[src/common/tecl_pkg.sv]
// constants, field layouts and carrier types of the thermal event configuration logic
// assumes one core clock domain; temperatures are 13-bit two's complement, 0.0625 C per lsb
package tecl_pkg;

  // ---------------------------------------------------------------
  // register pointer values
  // ---------------------------------------------------------------
  localparam logic [2:0] PTR_CAPA  = 3'h0;
  localparam logic [2:0] PTR_SENSOR_CONFIGURATION  = 3'h1;
  localparam logic [2:0] PTR_UPPER = 3'h2;
  localparam logic [2:0] PTR_LOWER = 3'h3;
  localparam logic [2:0] PTR_CRIT  = 3'h4;
  localparam logic [2:0] PTR_TEMP  = 3'h5;
  localparam logic [2:0] PTR_MANU  = 3'h6;
  localparam logic [2:0] PTR_DEVID = 3'h7;

  // ---------------------------------------------------------------
  // configuration register field positions
  // ---------------------------------------------------------------
  localparam int CFG_MODE_BIT     = 0;
  localparam int CFG_POLARITY_BIT = 1;
  localparam int CFG_CRITONLY_BIT = 2;
  localparam int CFG_OUTCTL_BIT   = 3;
  localparam int CFG_STATUS_BIT   = 4;
  localparam int CFG_CLEAR_BIT    = 5;
  localparam int CFG_ALOCK_BIT    = 6;
  localparam int CFG_CLOCK_BIT    = 7;
  localparam int CFG_SHDN_BIT     = 8;
  localparam int CFG_HYST_LO      = 9;
  localparam int CFG_HYST_HI      = 10;

  // ---------------------------------------------------------------
  // reset values, masks and hysteresis sizes
  // ---------------------------------------------------------------
  localparam logic [15:0] CFG_RESET    = 16'h0000;
  localparam logic [15:0] LIMIT_RESET  = 16'h0000;
  localparam logic [15:0] CAPA_VALUE   = 16'h002F;
  localparam logic [15:0] LIMIT_MASK   = 16'h1FFF;
  localparam int          TEMP_W       = 13;
  localparam logic [6:0]  HYS_LSB_0    = 7'h00;  // disabled
  localparam logic [6:0]  HYS_LSB_1P5  = 7'h18;  // 1.5 C
  localparam logic [6:0]  HYS_LSB_3    = 7'h30;  // 3 C
  localparam logic [6:0]  HYS_LSB_6    = 7'h60;  // 6 C

  // ---------------------------------------------------------------
  // trip comparator indices and their sense
  // ---------------------------------------------------------------
  localparam int         TRIP_BELOW   = 0;
  localparam int         TRIP_ABOVE   = 1;
  localparam int         TRIP_CRIT    = 2;
  localparam int         TRIP_N       = 3;
  localparam logic [2:0] TRIP_RISING  = 3'h6;  // above and critical trip on rising
  localparam logic [2:0] TRIP_INCLUDE = 3'h4;  // critical trips at equality

  // ---------------------------------------------------------------
  // carrier types
  // ---------------------------------------------------------------
  typedef struct packed {
    logic [1:0] hyst;
    logic       shutdown;
    logic       critLock;
    logic       alarmLock;
    logic       outCtl;
    logic       critOnly;
    logic       polarity;
    logic       evtMode;
  } tecl_cfg_s;

  typedef enum logic {INT_IDLE, INT_PENDING} tecl_int_e;

  // hysteresis code to temperature lsb count
  function automatic logic [6:0] tecl_hys_lsb(input logic [1:0] code);
    case (code)
      2'h1:    tecl_hys_lsb = HYS_LSB_1P5;
      2'h2:    tecl_hys_lsb = HYS_LSB_3;
      2'h3:    tecl_hys_lsb = HYS_LSB_6;
      default: tecl_hys_lsb = HYS_LSB_0;
    endcase
  endfunction

endpackage

[src/hw/tecl_trip_unit.sv]
// one hysteretic temperature trip comparator
// assumes temperature and limit are two's complement on the core clock, sampled on sampleValid
module tecl_trip_unit #(
  parameter bit RISING    = 1'b1,
  parameter bit INCLUSIVE = 1'b0
) (
  input  wire logic                       core_clk,
  input  wire logic                       sys_rst,
  input  wire logic                       hold,
  input  wire logic                       sampleValid,
  input  wire logic signed [12:0]         tempValue,
  input  wire logic signed [12:0]         limit,
  input  wire logic        [6:0]          hystLsb,
  output logic                            trip
);

  logic signed [13:0] tempExt;
  logic signed [13:0] limitExt;
  logic signed [13:0] limitLow;
  logic               setCond;
  logic               clrCond;
  logic               next_trip;

  // threshold pair; one extra bit keeps limit minus hysteresis from wrapping
  always_comb begin
    tempExt  = {tempValue[12], tempValue};
    limitExt = {limit[12], limit};
    limitLow = limitExt - $signed({7'h00, hystLsb});
    if (RISING) begin
      setCond = INCLUSIVE ? (tempExt >= limitExt) : (tempExt > limitExt);
      clrCond = INCLUSIVE ? (tempExt < limitLow) : (tempExt <= limitLow);
    end else begin
      setCond = tempExt < limitLow;
      clrCond = tempExt >= limitExt;
    end
    next_trip = trip;
    if (sampleValid && !hold) begin
      if (setCond) begin
        next_trip = 1'b1;
      end else if (clrCond) begin
        next_trip = 1'b0;
      end
    end
  end

  // trip state; held while sampling is stopped
  always_ff @(posedge core_clk) begin
    if (sys_rst) begin
      trip <= 1'b0;
    end else begin
      trip <= next_trip;
    end
  end

endmodule

[src/hw/tecl_event_ctrl.sv]
// configuration register, trip limits and event pin control of the thermal sensor
// assumes the serial bus engine and converter share core_clk and present a decoded
// register port (pointer, write strobe, data) and a temperature sample with a valid strobe
//
// Overview of operation
// - interrupt mode: writing one to clear-event releases event until next trigger
// - comparator mode: register reads and clear-event writes never change the event output
// - comparator mode: event follows the trip state, re-evaluated against current limits
// - shutdown bit stops sampling and conversion; register port keeps answering
// - setting shutdown ignored while locked; clearing shutdown always accepted
// - clearing shutdown or power-on reset resumes continuous conversion
// - in shutdown registers stay accessible and no event condition is asserted
// - event-mode bit: zero comparator, one interrupt; frozen while either lock set
// - polarity bit: zero active-low, one active-high; frozen while either lock set
// - critical-only bit limits events to critical trip; frozen only by alarm lock
// - output-control bit enables event output; frozen while either lock set
// - event status bit reads one while this device asserts an event condition
// - clear-event reads zero and does nothing in comparator mode
// - alarm lock set by one write, reads one, freezes window limits until reset
// - critical lock set by one write, reads one, freezes critical limit until reset
// - hysteresis field codes none, 1.5, 3, 6 degrees; frozen while either lock set
// - selected hysteresis applies to the event pin and to the trip status bits
// - below-window and above-window bits set and clear with hysteresis on one side
// - above and critical thresholds deassert using the configured hysteresis; below deasserts at its limit
// - critical event behaves as comparator; clear-event cannot release it
module tecl_event_ctrl #(
  parameter logic [15:0] MANUF_ID = 16'h5A5A,  // arbitrary neutral value
  parameter logic [15:0] DEV_REV  = 16'h0A0A   // arbitrary neutral value
) (
  input  wire logic                       core_clk,
  input  wire logic                       sys_rst,
  input  wire logic                       regWrEn,
  input  wire logic        [2:0]          regAddr,
  input  wire logic        [15:0]         regWrData,
  output logic             [15:0]         regRdData,
  input  wire logic                       sampleValid,
  input  wire logic signed [12:0]         tempValue,
  output logic                            convEnable,
  output logic             [2:0]          tripStatus,
  output logic                            eventOut,
  output logic                            eventOe
);

  // ---------------------------------------------------------------
  // declarations
  // ---------------------------------------------------------------
  tecl_pkg::tecl_cfg_s  cfg;
  tecl_pkg::tecl_cfg_s  next_cfg;
  logic [15:0]          limUpper;
  logic [15:0]          limLower;
  logic [15:0]          limCrit;
  logic [15:0]          next_limUpper;
  logic [15:0]          next_limLower;
  logic [15:0]          next_limCrit;
  tecl_pkg::tecl_int_e  intState;
  tecl_pkg::tecl_int_e  next_intState;
  logic [2:0]           tripPrev;
  logic [2:0]           next_tripPrev;
  logic [2:0]           trips;
  logic [12:0]          limitVal [tecl_pkg::TRIP_N];
  logic [6:0]           hystLsb;
  logic                 locked;
  logic                 cfgWr;
  logic                 clearReq;
  logic                 trigger;
  logic                 pending;
  logic                 pinActive;
  logic                 pinLevel;
  logic [15:0]          cfgRead;
  logic [15:0]          next_regRdData;
  logic                 next_eventOe;
  logic                 next_convEnable;
  logic [2:0]           next_tripStatus;

  // ---------------------------------------------------------------
  // trip comparators
  // ---------------------------------------------------------------
  // one hysteresis value feeds every comparator, so status bits and pin agree
  assign hystLsb = tecl_pkg::tecl_hys_lsb(cfg.hyst);

  // limits seen by each comparator, indexed below, above, critical
  assign limitVal[tecl_pkg::TRIP_BELOW] = limLower[12:0];
  assign limitVal[tecl_pkg::TRIP_ABOVE] = limUpper[12:0];
  assign limitVal[tecl_pkg::TRIP_CRIT]  = limCrit[12:0];

  // sampling is held in shutdown; trips keep their last state
  genvar gi;
  generate
    for (gi = 0; gi < tecl_pkg::TRIP_N; gi = gi + 1) begin : gTrip
      tecl_trip_unit #(
        .RISING    (tecl_pkg::TRIP_RISING[gi]),
        .INCLUSIVE (tecl_pkg::TRIP_INCLUDE[gi])
      ) uTrip (
        .core_clk    (core_clk),
        .sys_rst     (sys_rst),
        .hold        (cfg.shutdown),
        .sampleValid (sampleValid),
        .tempValue   (tempValue),
        .limit       ($signed(limitVal[gi])),
        .hystLsb     (hystLsb),
        .trip        (trips[gi])
      );
    end
  endgenerate

  // ---------------------------------------------------------------
  // configuration and limit registers
  // ---------------------------------------------------------------
  // either lock freezes most configuration fields
  assign locked = cfg.alarmLock | cfg.critLock;
  assign cfgWr  = regWrEn && (regAddr == tecl_pkg::PTR_SENSOR_CONFIGURATION);

  // field-wise write filter; fields not named keep their value
  always_comb begin
    next_cfg      = cfg;
    next_limUpper = limUpper;
    next_limLower = limLower;
    next_limCrit  = limCrit;
    if (cfgWr) begin
      if (!locked) begin
        next_cfg.evtMode  = regWrData[tecl_pkg::CFG_MODE_BIT];
        next_cfg.polarity = regWrData[tecl_pkg::CFG_POLARITY_BIT];
        next_cfg.outCtl   = regWrData[tecl_pkg::CFG_OUTCTL_BIT];
        next_cfg.hyst     = regWrData[tecl_pkg::CFG_HYST_HI:tecl_pkg::CFG_HYST_LO];
      end
      if (!cfg.alarmLock) begin
        next_cfg.critOnly = regWrData[tecl_pkg::CFG_CRITONLY_BIT];
      end
      // clearing always goes through, setting only while unlocked
      if (!regWrData[tecl_pkg::CFG_SHDN_BIT]) begin
        next_cfg.shutdown = 1'b0;
      end else if (!locked) begin
        next_cfg.shutdown = 1'b1;
      end
      // locks are sticky: a written zero does not release them
      if (regWrData[tecl_pkg::CFG_ALOCK_BIT]) begin
        next_cfg.alarmLock = 1'b1;
      end
      if (regWrData[tecl_pkg::CFG_CLOCK_BIT]) begin
        next_cfg.critLock = 1'b1;
      end
    end
    // unused upper bits are stored as zero so they read back as zero
    if (regWrEn && (regAddr == tecl_pkg::PTR_UPPER) && !cfg.alarmLock) begin
      next_limUpper = regWrData & tecl_pkg::LIMIT_MASK;
    end
    if (regWrEn && (regAddr == tecl_pkg::PTR_LOWER) && !cfg.alarmLock) begin
      next_limLower = regWrData & tecl_pkg::LIMIT_MASK;
    end
    if (regWrEn && (regAddr == tecl_pkg::PTR_CRIT) && !cfg.critLock) begin
      next_limCrit = regWrData & tecl_pkg::LIMIT_MASK;
    end
  end

  // power-on reset is the only path that clears the locks
  always_ff @(posedge core_clk) begin
    if (sys_rst) begin
      cfg      <= tecl_pkg::tecl_cfg_s'(tecl_pkg::CFG_RESET[8:0]);
      limUpper <= tecl_pkg::LIMIT_RESET;
      limLower <= tecl_pkg::LIMIT_RESET;
      limCrit  <= tecl_pkg::LIMIT_RESET;
    end else begin
      cfg      <= next_cfg;
      limUpper <= next_limUpper;
      limLower <= next_limLower;
      limCrit  <= next_limCrit;
    end
  end

  // ---------------------------------------------------------------
  // interrupt latch
  // ---------------------------------------------------------------
  // clear only counts in interrupt mode; in comparator mode it is a no-op
  assign clearReq = cfgWr && regWrData[tecl_pkg::CFG_CLEAR_BIT] && cfg.evtMode;

  // entering or leaving the window is a trigger; ignored when only critical counts
  assign trigger = !cfg.shutdown && !cfg.critOnly && cfg.evtMode &&
                   ((trips[tecl_pkg::TRIP_ABOVE] ^ tripPrev[tecl_pkg::TRIP_ABOVE]) |
                    (trips[tecl_pkg::TRIP_BELOW] ^ tripPrev[tecl_pkg::TRIP_BELOW]));

  // a trigger in the clear cycle wins, so no crossing is lost
  always_comb begin
    next_tripPrev = trips;
    next_intState = intState;
    case (intState)
      tecl_pkg::INT_IDLE: begin
        if (trigger) begin
          next_intState = tecl_pkg::INT_PENDING;
        end
      end
      tecl_pkg::INT_PENDING: begin
        if (!cfg.evtMode) begin
          next_intState = tecl_pkg::INT_IDLE;
        end else if (clearReq && !trigger) begin
          next_intState = tecl_pkg::INT_IDLE;
        end
      end
      default: begin
        next_intState = tecl_pkg::INT_IDLE;
      end
    endcase
  end

  // latch state and previous trips for edge detection
  always_ff @(posedge core_clk) begin
    if (sys_rst) begin
      intState <= tecl_pkg::INT_IDLE;
      tripPrev <= 3'h0;
    end else begin
      intState <= next_intState;
      tripPrev <= next_tripPrev;
    end
  end

  // ---------------------------------------------------------------
  // event condition and pin
  // ---------------------------------------------------------------
  // comparator mode reads trips only, so reads and clear-event writes cannot move the pin
  always_comb begin
    if (cfg.shutdown) begin
      pending = 1'b0;
    end else if (cfg.evtMode) begin
      // critical stays asserted whatever clear-event does
      pending = (intState == tecl_pkg::INT_PENDING) | trips[tecl_pkg::TRIP_CRIT];
    end else if (cfg.critOnly) begin
      pending = trips[tecl_pkg::TRIP_CRIT];
    end else begin
      pending = |trips;
    end
  end

  // open-drain: the pin is pulled low when its level is zero, released otherwise;
  // an active-high idle pin therefore sinks pull-up current continuously
  assign pinActive = cfg.outCtl & pending;
  assign pinLevel  = cfg.polarity ? pinActive : ~pinActive;

  always_comb begin
    next_eventOe    = ~pinLevel;
    next_convEnable = ~cfg.shutdown;
    next_tripStatus = trips;
  end

  // pin and side outputs registered for clean timing
  always_ff @(posedge core_clk) begin
    if (sys_rst) begin
      eventOe    <= 1'b0;
      eventOut   <= 1'b0;
      convEnable <= 1'b0;
      tripStatus <= 3'h0;
    end else begin
      eventOe    <= next_eventOe;
      eventOut   <= 1'b0;
      convEnable <= next_convEnable;
      tripStatus <= next_tripStatus;
    end
  end

  // ---------------------------------------------------------------
  // read path
  // ---------------------------------------------------------------
  // configuration image; clear-event always reads back as zero
  always_comb begin
    cfgRead = 16'h0000;
    cfgRead[tecl_pkg::CFG_MODE_BIT]     = cfg.evtMode;
    cfgRead[tecl_pkg::CFG_POLARITY_BIT] = cfg.polarity;
    cfgRead[tecl_pkg::CFG_CRITONLY_BIT] = cfg.critOnly;
    cfgRead[tecl_pkg::CFG_OUTCTL_BIT]   = cfg.outCtl;
    cfgRead[tecl_pkg::CFG_STATUS_BIT]   = pending;
    cfgRead[tecl_pkg::CFG_CLEAR_BIT]    = 1'b0;
    cfgRead[tecl_pkg::CFG_ALOCK_BIT]    = cfg.alarmLock;
    cfgRead[tecl_pkg::CFG_CLOCK_BIT]    = cfg.critLock;
    cfgRead[tecl_pkg::CFG_SHDN_BIT]     = cfg.shutdown;
    cfgRead[tecl_pkg::CFG_HYST_HI:tecl_pkg::CFG_HYST_LO] = cfg.hyst;
  end

  // read data follows the pointer one cycle later, also in shutdown
  always_comb begin
    case (regAddr)
      tecl_pkg::PTR_CAPA:  next_regRdData = tecl_pkg::CAPA_VALUE;
      tecl_pkg::PTR_SENSOR_CONFIGURATION:  next_regRdData = cfgRead;
      tecl_pkg::PTR_UPPER: next_regRdData = limUpper;
      tecl_pkg::PTR_LOWER: next_regRdData = limLower;
      tecl_pkg::PTR_CRIT:  next_regRdData = limCrit;
      tecl_pkg::PTR_TEMP:  next_regRdData = {trips[tecl_pkg::TRIP_CRIT],
                                             trips[tecl_pkg::TRIP_ABOVE],
                                             trips[tecl_pkg::TRIP_BELOW],
                                             tempValue};
      tecl_pkg::PTR_MANU:  next_regRdData = MANUF_ID;
      tecl_pkg::PTR_DEVID: next_regRdData = DEV_REV;
      default:             next_regRdData = 16'h0000;
    endcase
  end

  // registered read data
  always_ff @(posedge core_clk) begin
    if (sys_rst) begin
      regRdData <= 16'h0000;
    end else begin
      regRdData <= next_regRdData;
    end
  end

endmodule

[config.mk]
export PLATFORM = sky130hd
export DESIGN_NAME = tecl_event_ctrl
export DESIGN_NICKNAME = d
export VERILOG_FILES = /design/src/common/tecl_pkg.sv /design/src/hw/tecl_trip_unit.sv /design/src/hw/tecl_event_ctrl.sv
export SDC_FILE = /design/constraint.sdc
export NUM_CORES = 1
export LEC_CHECK = 0
export BUFFER_PORTS_ARGS = -buffer_cell sky130_fd_sc_hd__buf_4
export CORE_ASPECT_RATIO = 1.1
export CORE_MARGIN = 3
export CORE_UTILIZATION = 41
export CTS_CLUSTER_DIAMETER = 60
export CTS_CLUSTER_SIZE = 24
export DETAILED_ROUTE_END_ITERATION = 16
export HOLD_SLACK_MARGIN = 0.05
export PLACE_DENSITY_LB_ADDON = 0.15
export SYNTH_ARGS = -nofsm -noshare
export SYNTH_HDL_FRONTEND = slang
export SYNTH_SLANG_ARGS = --single-unit
[constraint.sdc]
create_clock -name core_clk -period 3.9 [get_ports core_clk]
set_input_delay 0.195 -clock core_clk [delete_from_list [all_inputs] [get_ports core_clk]]
set_output_delay 0.195 -clock core_clk [all_outputs]
set_load 0.05 [all_outputs]
==> metrics.md, run 1 <==
| Metric | Value |
|---|---|
| Run status | `complete, no violations` |
| Clock network fraction of design power | `41.9%` |
| Core ar. | `~13,000 um2` |
| Detailed-router iteration count before antenna repair | `6` |
| Post-route DRC | `0` |
| Final ANT Viol Nets | `0` |
| Crit. End Element | `flop` |
| Clock transition at the registers of the reported paths | `0.06 ns` |
| Io pins | `a little under 60` |
| First-pass GRT wire length | `26.8 mm` |
| Arr. time, crit path | `between 3 and 4 ns` |
| Final max-slew violation count | `0` |
| Xor/xnor share of the synthesized area | `slightly above 4%` |
| Path type of the worst min-delay path | `input port to flop` |
| Gate power share | `between 20% and 30%` |
| Number of global-route vias before repair | `around 4,800` |
| # H-tree levels | `3` |
| Mapped Cells | `661` |
| Ys flop type | `dfxtp_1` |
| WL/cell | `between 15 and 20 um` |
| Die area | `about 15,000 um2` |
| FP Rows | `44` |
| Total Routed Length | `17.4 mm` |
| Final Instance Area | `6520 um2` |
| Final Critical Period | `around 3.6 ns` |
| Simple-gate share of the synthesized area | `between 15 and 20%` |
| CTS buffer count | `9` |
| Worst-Skew Late Latency | `between 0.3 and 0.4 ns` |
| PortBufs | `53` |
| Fin. Hold Viols | `0` |
| Mux contribution to synthesized area | `a little under a tenth` |
| CTS root buf | `clkbuf_16` |
| Layout cell share with drive strength beyond 1 | `a little under an eighth` |
| Number of flops mapped to enable cells by yosys | `0` |
| Fmax | `277 MHz` |
| Worst vdd ir | `0.000269 V` |
| Dpl cell area | `a little over 6000 um2` |
| Non-Filler Instances | `just under 900` |
| Distinct cell type count after synthesis | `64` |
| Largest family of logic cells by synthesized area | `adder cells` |
| Gr usage total | `approximately 23%` |
| Crit-path max cell delay | `about 0.41 ns` |
| Hold_buf cts | `0` |
| CP Data Required Time | `4.12 ns` |
| Syn nets | `slightly below 800` |
| RSZ-0062 raised after global routing | `false` |
| Pre-CTS worst setup slack | `0.127 ns` |
| Async set-reset flop share out of synthesis | `0%` |
| Avg Vias per Cell | `around 5.6` |
| Crit-path cells | `inv_1 > ha_1 > ha_1 > fa_1 > nor2b_1 > o21ai_0 > nand2b_1 > nor3_1 > xnor2_1 > ha_1 > and2_0 > a221o_1 > a221oi_1 > o21ai_1 > a32oi_1 > nand2_1` |
| Family with the most delay on the worst path | `adder cells` |
| Setup violators final | `0` |
| Die Span X | `around 120 um` |
| CTS Sinks | `73` |
| Seq pwr share | `34.4%` |
| Synth top area share | `roughly a quarter` |
| GR Overflow Total | `0` |
| Ys Warns | `0` |
| Seq/Total Area, Yosys | `between 20% and 30%` |
| HPWL after DPL | `about 13 mm` |
| Synth Area in Compound Gates | `between 15 and 20%` |
| Clock skew | `approximately 0.0084 ns` |
| P&R area growth vs syn | `16.3%` |
| Sw Pwr | `between 600 and 700 uW` |
| Sum Neg Setup Slack | `0 ns` |
| Largest net degree at the start of global routing | `67` |
| Worst setup SP type | `flop` |
| Height of the die | `approximately 130 um` |
| Switching part of the total power | `28.7%` |
| Mapped cell area | `about 5600 um2` |
| Reg2reg setup slack | `about 0.28 ns` |
| Final net count | `~830` |
| Setup WS post-layout | `between 0.2 and 0.3 ns` |
| Final Power | `around 2.3 mW` |
| Bufs and invs on worst path | `1` |
| Int Pwr | `approximately 1.7 mW` |
| Iteration-0 DRC count of the detailed router | `between 400 and 500` |
| CTS tree | `yes` |
| Number of synthesized register bits | `73` |
| P_leak | `~2.8 nW` |
| Pwr dens | `357 nW/um2` |
| Placed Cells | `roughly 880` |
| Initial core utilization | `a little over two fifths` |
| Crit path top cell by count | `ha_1` |
| Clk buf depth | `2` |
| Synth top area cells | `dfxtp_1 26%, ha_1 19%, mux2i_1 9.3%` |
| # diodes | `0` |
| Worst Path Max Fanout | `5` |
| Part of the cycle the worst path needs | `approximately 93%` |
| Per-instance average area after synthesis | `8.48 um2` |
| Max-cap viol count | `0` |
| Most common cell in the netlist | `ha_1` |
| Final Wtd Congestion | `~0.93` |
| Synth Area in Adders | `approximately 20%` |
| Worst rel slew slack | `34.6%` |
| Initial antenna violation count | `0` |
| Hold_ws | `~0.12 ns` |
| Routed via count | `approximately 5,000` |
| Slowest stage cell, crit path | `fa_1` |
| Worst-margin pin slew | `just under 1 ns` |
| Critical setup path kind | `flop to flop` |
| Cell accounting for the most synthesized area | `dfxtp_1` |
| Util after Layout | `~49%` |
| Post-synth top cells | `87 x ha_1, 79 x nor2_1, 73 x dfxtp_1` |
## worst reg2reg max path, cell delays in order (launching register included)
cell and delay [ns]:
dfxtp_1 0.40, inv_1 0.07, ha_1 0.25, ha_1 0.24, fa_1 0.41, nor2b_1 0.12
o21ai_0 0.09, nand2b_1 0.14, nor3_1 0.08, xnor2_1 0.15, ha_1 0.30, and2_0 0.18
a221o_1 0.29, a221oi_1 0.40, o21ai_1 0.16, a32oi_1 0.17, nand2_1 0.07
## layout by cell type, fill, tap and decap left out, drive strengths merged, types with 4 or more instances in the layout
cell type,Yosys,layout
inv,59,59
clkbuf,11,12
buf,12,57
a211oi,6,6
a221oi,9,9
a22oi,4,4
nor2,79,79
o211ai,5,5
nand3,12,12
nand2,34,34
a31oi,5,5
nor4,4,4
xnor2,23,23
a21oi,38,38
mux2i,52,52
and2,5,5
dfxtp,73,73
and3,9,9
a21o,16,16
o22ai,4,4
ha,87,87
nor2b,10,10
o21ai,28,28
nand2b,11,11
nand4,7,7
nor3,15,15
## power by group through the flow
stage	clock network, mW	registers [mW]	logic [mW]
6_report	0.976	0.801	0.553
5_1_grt	1.03	0.803	0.613
4_1_cts	0.988	0.801	0.550
3_5_place_dp	0	0.817	0.546
3_3_place_gp	0	0.817	0.531
2_1_floorplan	0	0.844	0.341
## routing by layer
metal	vias to the layer above	global-route usage (%)	part of all wire [%]
met3	32	4.40	5.7
met1	2380	30.7	46
met2	160	37.0	45
met5	-	0	0
met4	0	8.48	3.4
li1	2428	-	-
## area by class of cell
class                           instances  area [um2]
Fill cell                            1288        6750
Multi-Input combinational cell        506        3820
Timing Repair Buffer                   57         428
Sequential cell                        73        1460
Clock inverter                          4        98.8
Clock buffer                           12         256
Tap cell                              184         230
Inverter                               59         221
## logic make-up after synthesis
family | Yosys count
and+or+nand+nor | 199
xor gates and xnor gates | 26
buffers and inverters | 82
adders and majority gates | 90
DFF | 73
AOI/OAI and AO/OA | 138
other | 1
muxes | 52
## registers in the layout, indices dropped and copies added, names as in the netlist, 3 cells and up
register and count:
tripStatus 3, gTrip.uTrip.trip 3, limLower 13, limUpper 13, regRdData 16, cfg 9, limCrit 13
## final timing paths
kind	from	to	depth (start not counted)
setup / recovery	cfg[8]$_SDFFE_PP0P_	gTrip[1].uTrip.trip$_SDFFE_PP0P_	16
hold / removal	regWrData[2]	limLower[2]$_SDFFE_PP0P_	3
setup reg to reg	cfg[8]$_SDFFE_PP0P_	gTrip[1].uTrip.trip$_SDFFE_PP0P_	16
hold reg to reg	limCrit[2]$_SDFFE_PP0P_	limCrit[2]$_SDFFE_PP0P_	2
## repair_timing
| item | in CTS | in global routing |
|---|---|---|
| endpoints found under the setup margin | 0 | 2 |
| setup buffers | 0 | 0 |
| resized for setup | 0 | 4 |
Power figures use the tool's default switching activity.
==> run 2, diff against run 1 <==
Settings changed: SYNTH_HIERARCHICAL from default to 1.
==> metrics.md, run 2 <==
| Metric | Value |
|---|---|
| Run status | `complete, no violations` |
| Arr. time, crit path | `3.91 ns (+0.07 ns)` |
| Most used cells in the layout excluding fill and tap cells | `101 x ha_1, 87 x inv_1, 75 x nor2_1, 72 x dfxtp_1, 60 x a21oi_1` |
| Final ANT Viol Nets | `0 (unchanged)` |
| Async set-reset flop share out of synthesis | `0% (unchanged)` |
| First-pass GRT wire length | `29.1 mm (+8.4%)` |
| Int Pwr | `1.61 mW (-2.9%)` |
| Worst rel slew slack | `27.6% (-7.0 points)` |
| Most common cell in the netlist | `ha_1` |
| FP Rows | `46 (+4.5%)` |
| WL/cell | `18.7 um (-3.8%)` |
| # diodes | `0 (unchanged)` |
| Reg2reg path depth | `15 (-1)` |
| Biggest register | `regRdData` |
| Crit. End Element | `flop` |
| Bufs and invs on worst path | `1 (unchanged)` |
| Util after Layout | `48.8% (-0.32 points)` |
| Number of synthesized register bits | `73 (unchanged)` |
| Die area | `16,800 um2 (+11%)` |
| Worst vdd ir | `0.000235 V (-13%)` |
| Distinct cell type count after synthesis | `70 (+9.4%)` |
| Largest net degree at the start of global routing | `73 (+9.0%)` |
| Final Power | `2.36 mW (+1.4%)` |
| CTS root buf | `clkbuf_16` |
| Initial core utilization | `42.6% (+0.34 points)` |
| Slowest stage cell, crit path | `or3_4` |
| Worst-margin pin slew | `1.09 ns (+0.107 ns)` |
| Ys flop type | `dfxtp_1` |
| Fin. Hold Viols | `0 (unchanged)` |
| Commonest non-fill, non-tap cell in the layout | `ha_1` |
| Family with the most delay on the worst path | `simple AND/OR/NAND/NOR gates` |
| Crit-path max cell delay | `0.37 ns (-0.04 ns)` |
| CTS Sinks | `73 (unchanged)` |
| Clock skew | `0.00369 ns (-0.00472 ns)` |
| # H-tree levels | `3 (unchanged)` |
| Clock network fraction of design power | `37.1% (-4.8 points)` |
| Crit-path cells | `ha_2 > inv_1 > ha_1 > or3_4 > or3_1 > a211oi_4 > or2_1 > a21oi_1 > ha_1 > nand4_1 > nor2_2 > o2111ai_2 > a2111oi_2 > nand3b_1 > a21oi_1` |
| Clock transition at the registers of the reported paths | `0.06 ns (about the same)` |
| Setup violators final | `0 (unchanged)` |
| Max-cap viol count | `0 (unchanged)` |
| Reg2reg setup slack | `0.18 ns (-0.10 ns)` |
| P&R area growth vs syn | `14.6%` |
| Routed wl met3 | `900 um (-9.2%)` |
| Height of the die | `135 um (+5.3%)` |
| Gate power share | `28.7% (+5.0 points)` |
| Per-instance average area after synthesis | `8.31 um2 (-2.0%)` |
| Seq/Total Area, Yosys | `23.4% (-2.7 points)` |
| Fmax | `269 MHz (-2.8%)` |
| PortBufs | `53 (unchanged)` |
| Met1 WL | `8.55 mm (+7.7%)` |
| Final Wtd Congestion | `0.878 (-5.9%)` |
| Io pins | `58 (unchanged)` |
| Die Span X | `124 um (+5.3%)` |
| Iteration-0 DRC count of the detailed router | `378 (-10%)` |
| Part of the cycle the worst path needs | `95.4% (+2.7 points)` |
| Switching part of the total power | `31.8% (+3.1 points)` |
| Path type of the worst min-delay path | `input port to flop` |
| Hold depth | `3 (unchanged)` |
| Highest Signal Layer | `met4` |
| Ys Warns | `6 (+6)` |
| CTS tree | `yes` |
| Hold_buf cts | `0 (unchanged)` |
| Worst Path Max Fanout | `4 (-1)` |
| Sw Pwr | `751 uW (+12%)` |
| Cell accounting for the most synthesized area | `dfxtp_1` |
| Detailed-router iteration count before antenna repair | `5 (-1)` |
| Hold_ws | `0.119 ns (-0.000182 ns)` |
| Layout cell share with drive strength beyond 1 | `12.8% (+0.82 points)` |
| Seq pwr share | `34.2% (-0.2 points)` |
| Avg Vias per Cell | `5.51 (-1.3%)` |
| Clk buf depth | `2 (unchanged)` |
| P_leak | `3.15 nW (+13%)` |
| Final Critical Period | `3.72 ns (+0.105 ns)` |
| Sum Neg Setup Slack | `0 ns (unchanged)` |
| Largest register FFs | `16 (unchanged)` |
| Worst-Skew Late Latency | `0.34 ns (about the same)` |
| Core ar. | `14,700 um2 (+11%)` |
| Worst R2R Start | `cfg[8]$_SDFFE_PP0P_` |
| Met2 WL post-DR | `8.94 mm (+13%)` |
| GR Overflow Total | `0 (unchanged)` |
| Critical setup path kind | `flop to flop` |
| Hold path endpoint | `limLower[2]$_SDFFE_PP0P_` |
| R2R Path End | `gTrip[2].uTrip/trip$_SDFFE_PP0P_` |
| Start point of the worst hold path | `regWrData[2]` |
| Final net count | `952 (+14%)` |
| Worst setup SP type | `flop` |
| Synth top area share | `23.4% (-2.7 points)` |
| CP Data Required Time | `4.09 ns (-0.03 ns)` |
| Routed via count | `5,545 (+11%)` |
| Gr usage total | `22.8% (-0.092 points)` |
| Mapped cell area | `6250 um2 (+12%)` |
| Number of flops mapped to enable cells by yosys | `0 (unchanged)` |
| Post-route DRC | `0 (unchanged)` |
| Post-synth top cells | `103 x ha_1, 87 x inv_1, 76 x nor2_1` |
| Synth top area cells | `dfxtp_1 23%, ha_1 21%, mux2i_1 8.6%` |
| Final max-slew violation count | `0 (unchanged)` |
| HPWL after DPL | `14.7 mm (+10%)` |
| Number of global-route vias before repair | `5,328 (+12%)` |
| Mapped Cells | `752 (+14%)` |
| Pwr dens | `330 nW/um2 (-7.7%)` |
| Fill cells | `1,472 (+14%)` |
| CTS buffer count | `9 (unchanged)` |
| Total Routed Length | `18.8 mm (+8.1%)` |
| Initial antenna violation count | `0 (unchanged)` |
-- run 2: cell types whose count changed in the layout (fill, tap and decap cells not counted), sizes merged, moves of 6 or more --
cell | previous run | this run
nor2b | 10 | 21
inv | 59 | 87
conb | 1 | 13
a21oi | 38 | 62
nand4 | 7 | 17
nand2 | 34 | 40
ha | 87 | 103
a21o | 16 | 7
-- run 2: worst max path at each step --
stage,start,to,cells after the start
final,cfg[8]$_SDFFE_PP0P_,gTrip[2].uTrip/trip$_SDFFE_PP0P_,15
after global routing,cfg[7]$_SDFFE_PP0P_,gTrip[2].uTrip/trip$_SDFFE_PP0P_,17
after CTS,cfg[7]$_SDFFE_PP0P_,gTrip[0].uTrip/trip$_SDFFE_PP0P_,16
after detailed placement,cfg[7]$_SDFFE_PP0P_,gTrip[0].uTrip/trip$_SDFFE_PP0P_,16
after global placement,cfg[7]$_SDFFE_PP0P_,gTrip[2].uTrip/trip$_SDFFE_PP0P_,15
after floorplan,cfg[7]$_SDFFE_PP0P_,gTrip[2].uTrip/trip$_SDFFE_PP0P_,16
-- run 2: power by group through the flow --
| stage | Sequential, mW | Combinational [mW] | Clock [mW] |
|---|---|---|---|
| 2_1_floorplan | 0.849 | 0.438 | 0 |
| 4_1_cts | 0.807 | 0.661 | 0.895 |
| 3_3_place_gp | 0.823 | 0.643 | 0 |
| 5_1_grt | 0.809 | 0.755 | 0.922 |
| 3_5_place_dp | 0.823 | 0.657 | 0 |
| 6_report | 0.808 | 0.679 | 0.877 |
-- run 2: cells by family (layout without fill, tap and decap cells) --
family / after synthesis / after routing / share of synthesized area [%]
simple gates: 218 / 218 / 17.4
compound gates: 156 / 156 / 16.2
buf+inv: 110 / 160 / 7.83
fa+ha+maj: 106 / 106 / 21.6
flops: 73 / 73 / 23.4
mux: 57 / 57 / 9.19
xor+xnor: 31 / 31 / 4.34
other cells: 1 / 13 / 0.0600
-- run 2: through the flow --
stage,area [um2],setup WS [ns],std cells
2_1_floorplan,6290,0.537,764
3_3_place_gp,6800,0.209,990
3_5_place_dp,6800,0.175,990
4_1_cts,7110,0.164,1005
5_1_grt,7160,-0.0324,1006
6_report,7160,0.179,1006
-- run 2: cell type report --
type	count	area (um2)	area share (%)
Clock inverter	6	83.8	1.17
Timing Repair Buffer	58	435	6.08
Sequential cell	73	1460	20.4
Multi-Input combinational cell	581	4390	61.3
Tap cell	192	240	3.35
Inverter	87	327	4.56
Clock buffer	9	225	3.14
-- run 2: metal layers --
metal / track usage, % / up-vias
li1: - / 2756
met1: 31.1 / 2619
met5: 0 / -
met4: 6.89 / 0
met3: 3.22 / 22
met2: 37.2 / 148
-- run 2: what timing repair did --
item | CTS | global route
endpoints found under the setup margin | 0 | 3
buffers inserted | 0 | 1
gates resized for setup | 0 | 12
-- run 2: worst register-to-register path: stages, from the launching register on --
cell and delay (ns):
dfxtp_1 0.36, ha_2 0.22, inv_1 0.06, ha_1 0.23
or3_4 0.37, or3_1 0.37, a211oi_4 0.24, or2_1 0.19
a21oi_1 0.08, ha_1 0.36, nand4_1 0.20, nor2_2 0.17
o2111ai_2 0.14, a2111oi_2 0.37, nand3b_1 0.15, a21oi_1 0.06
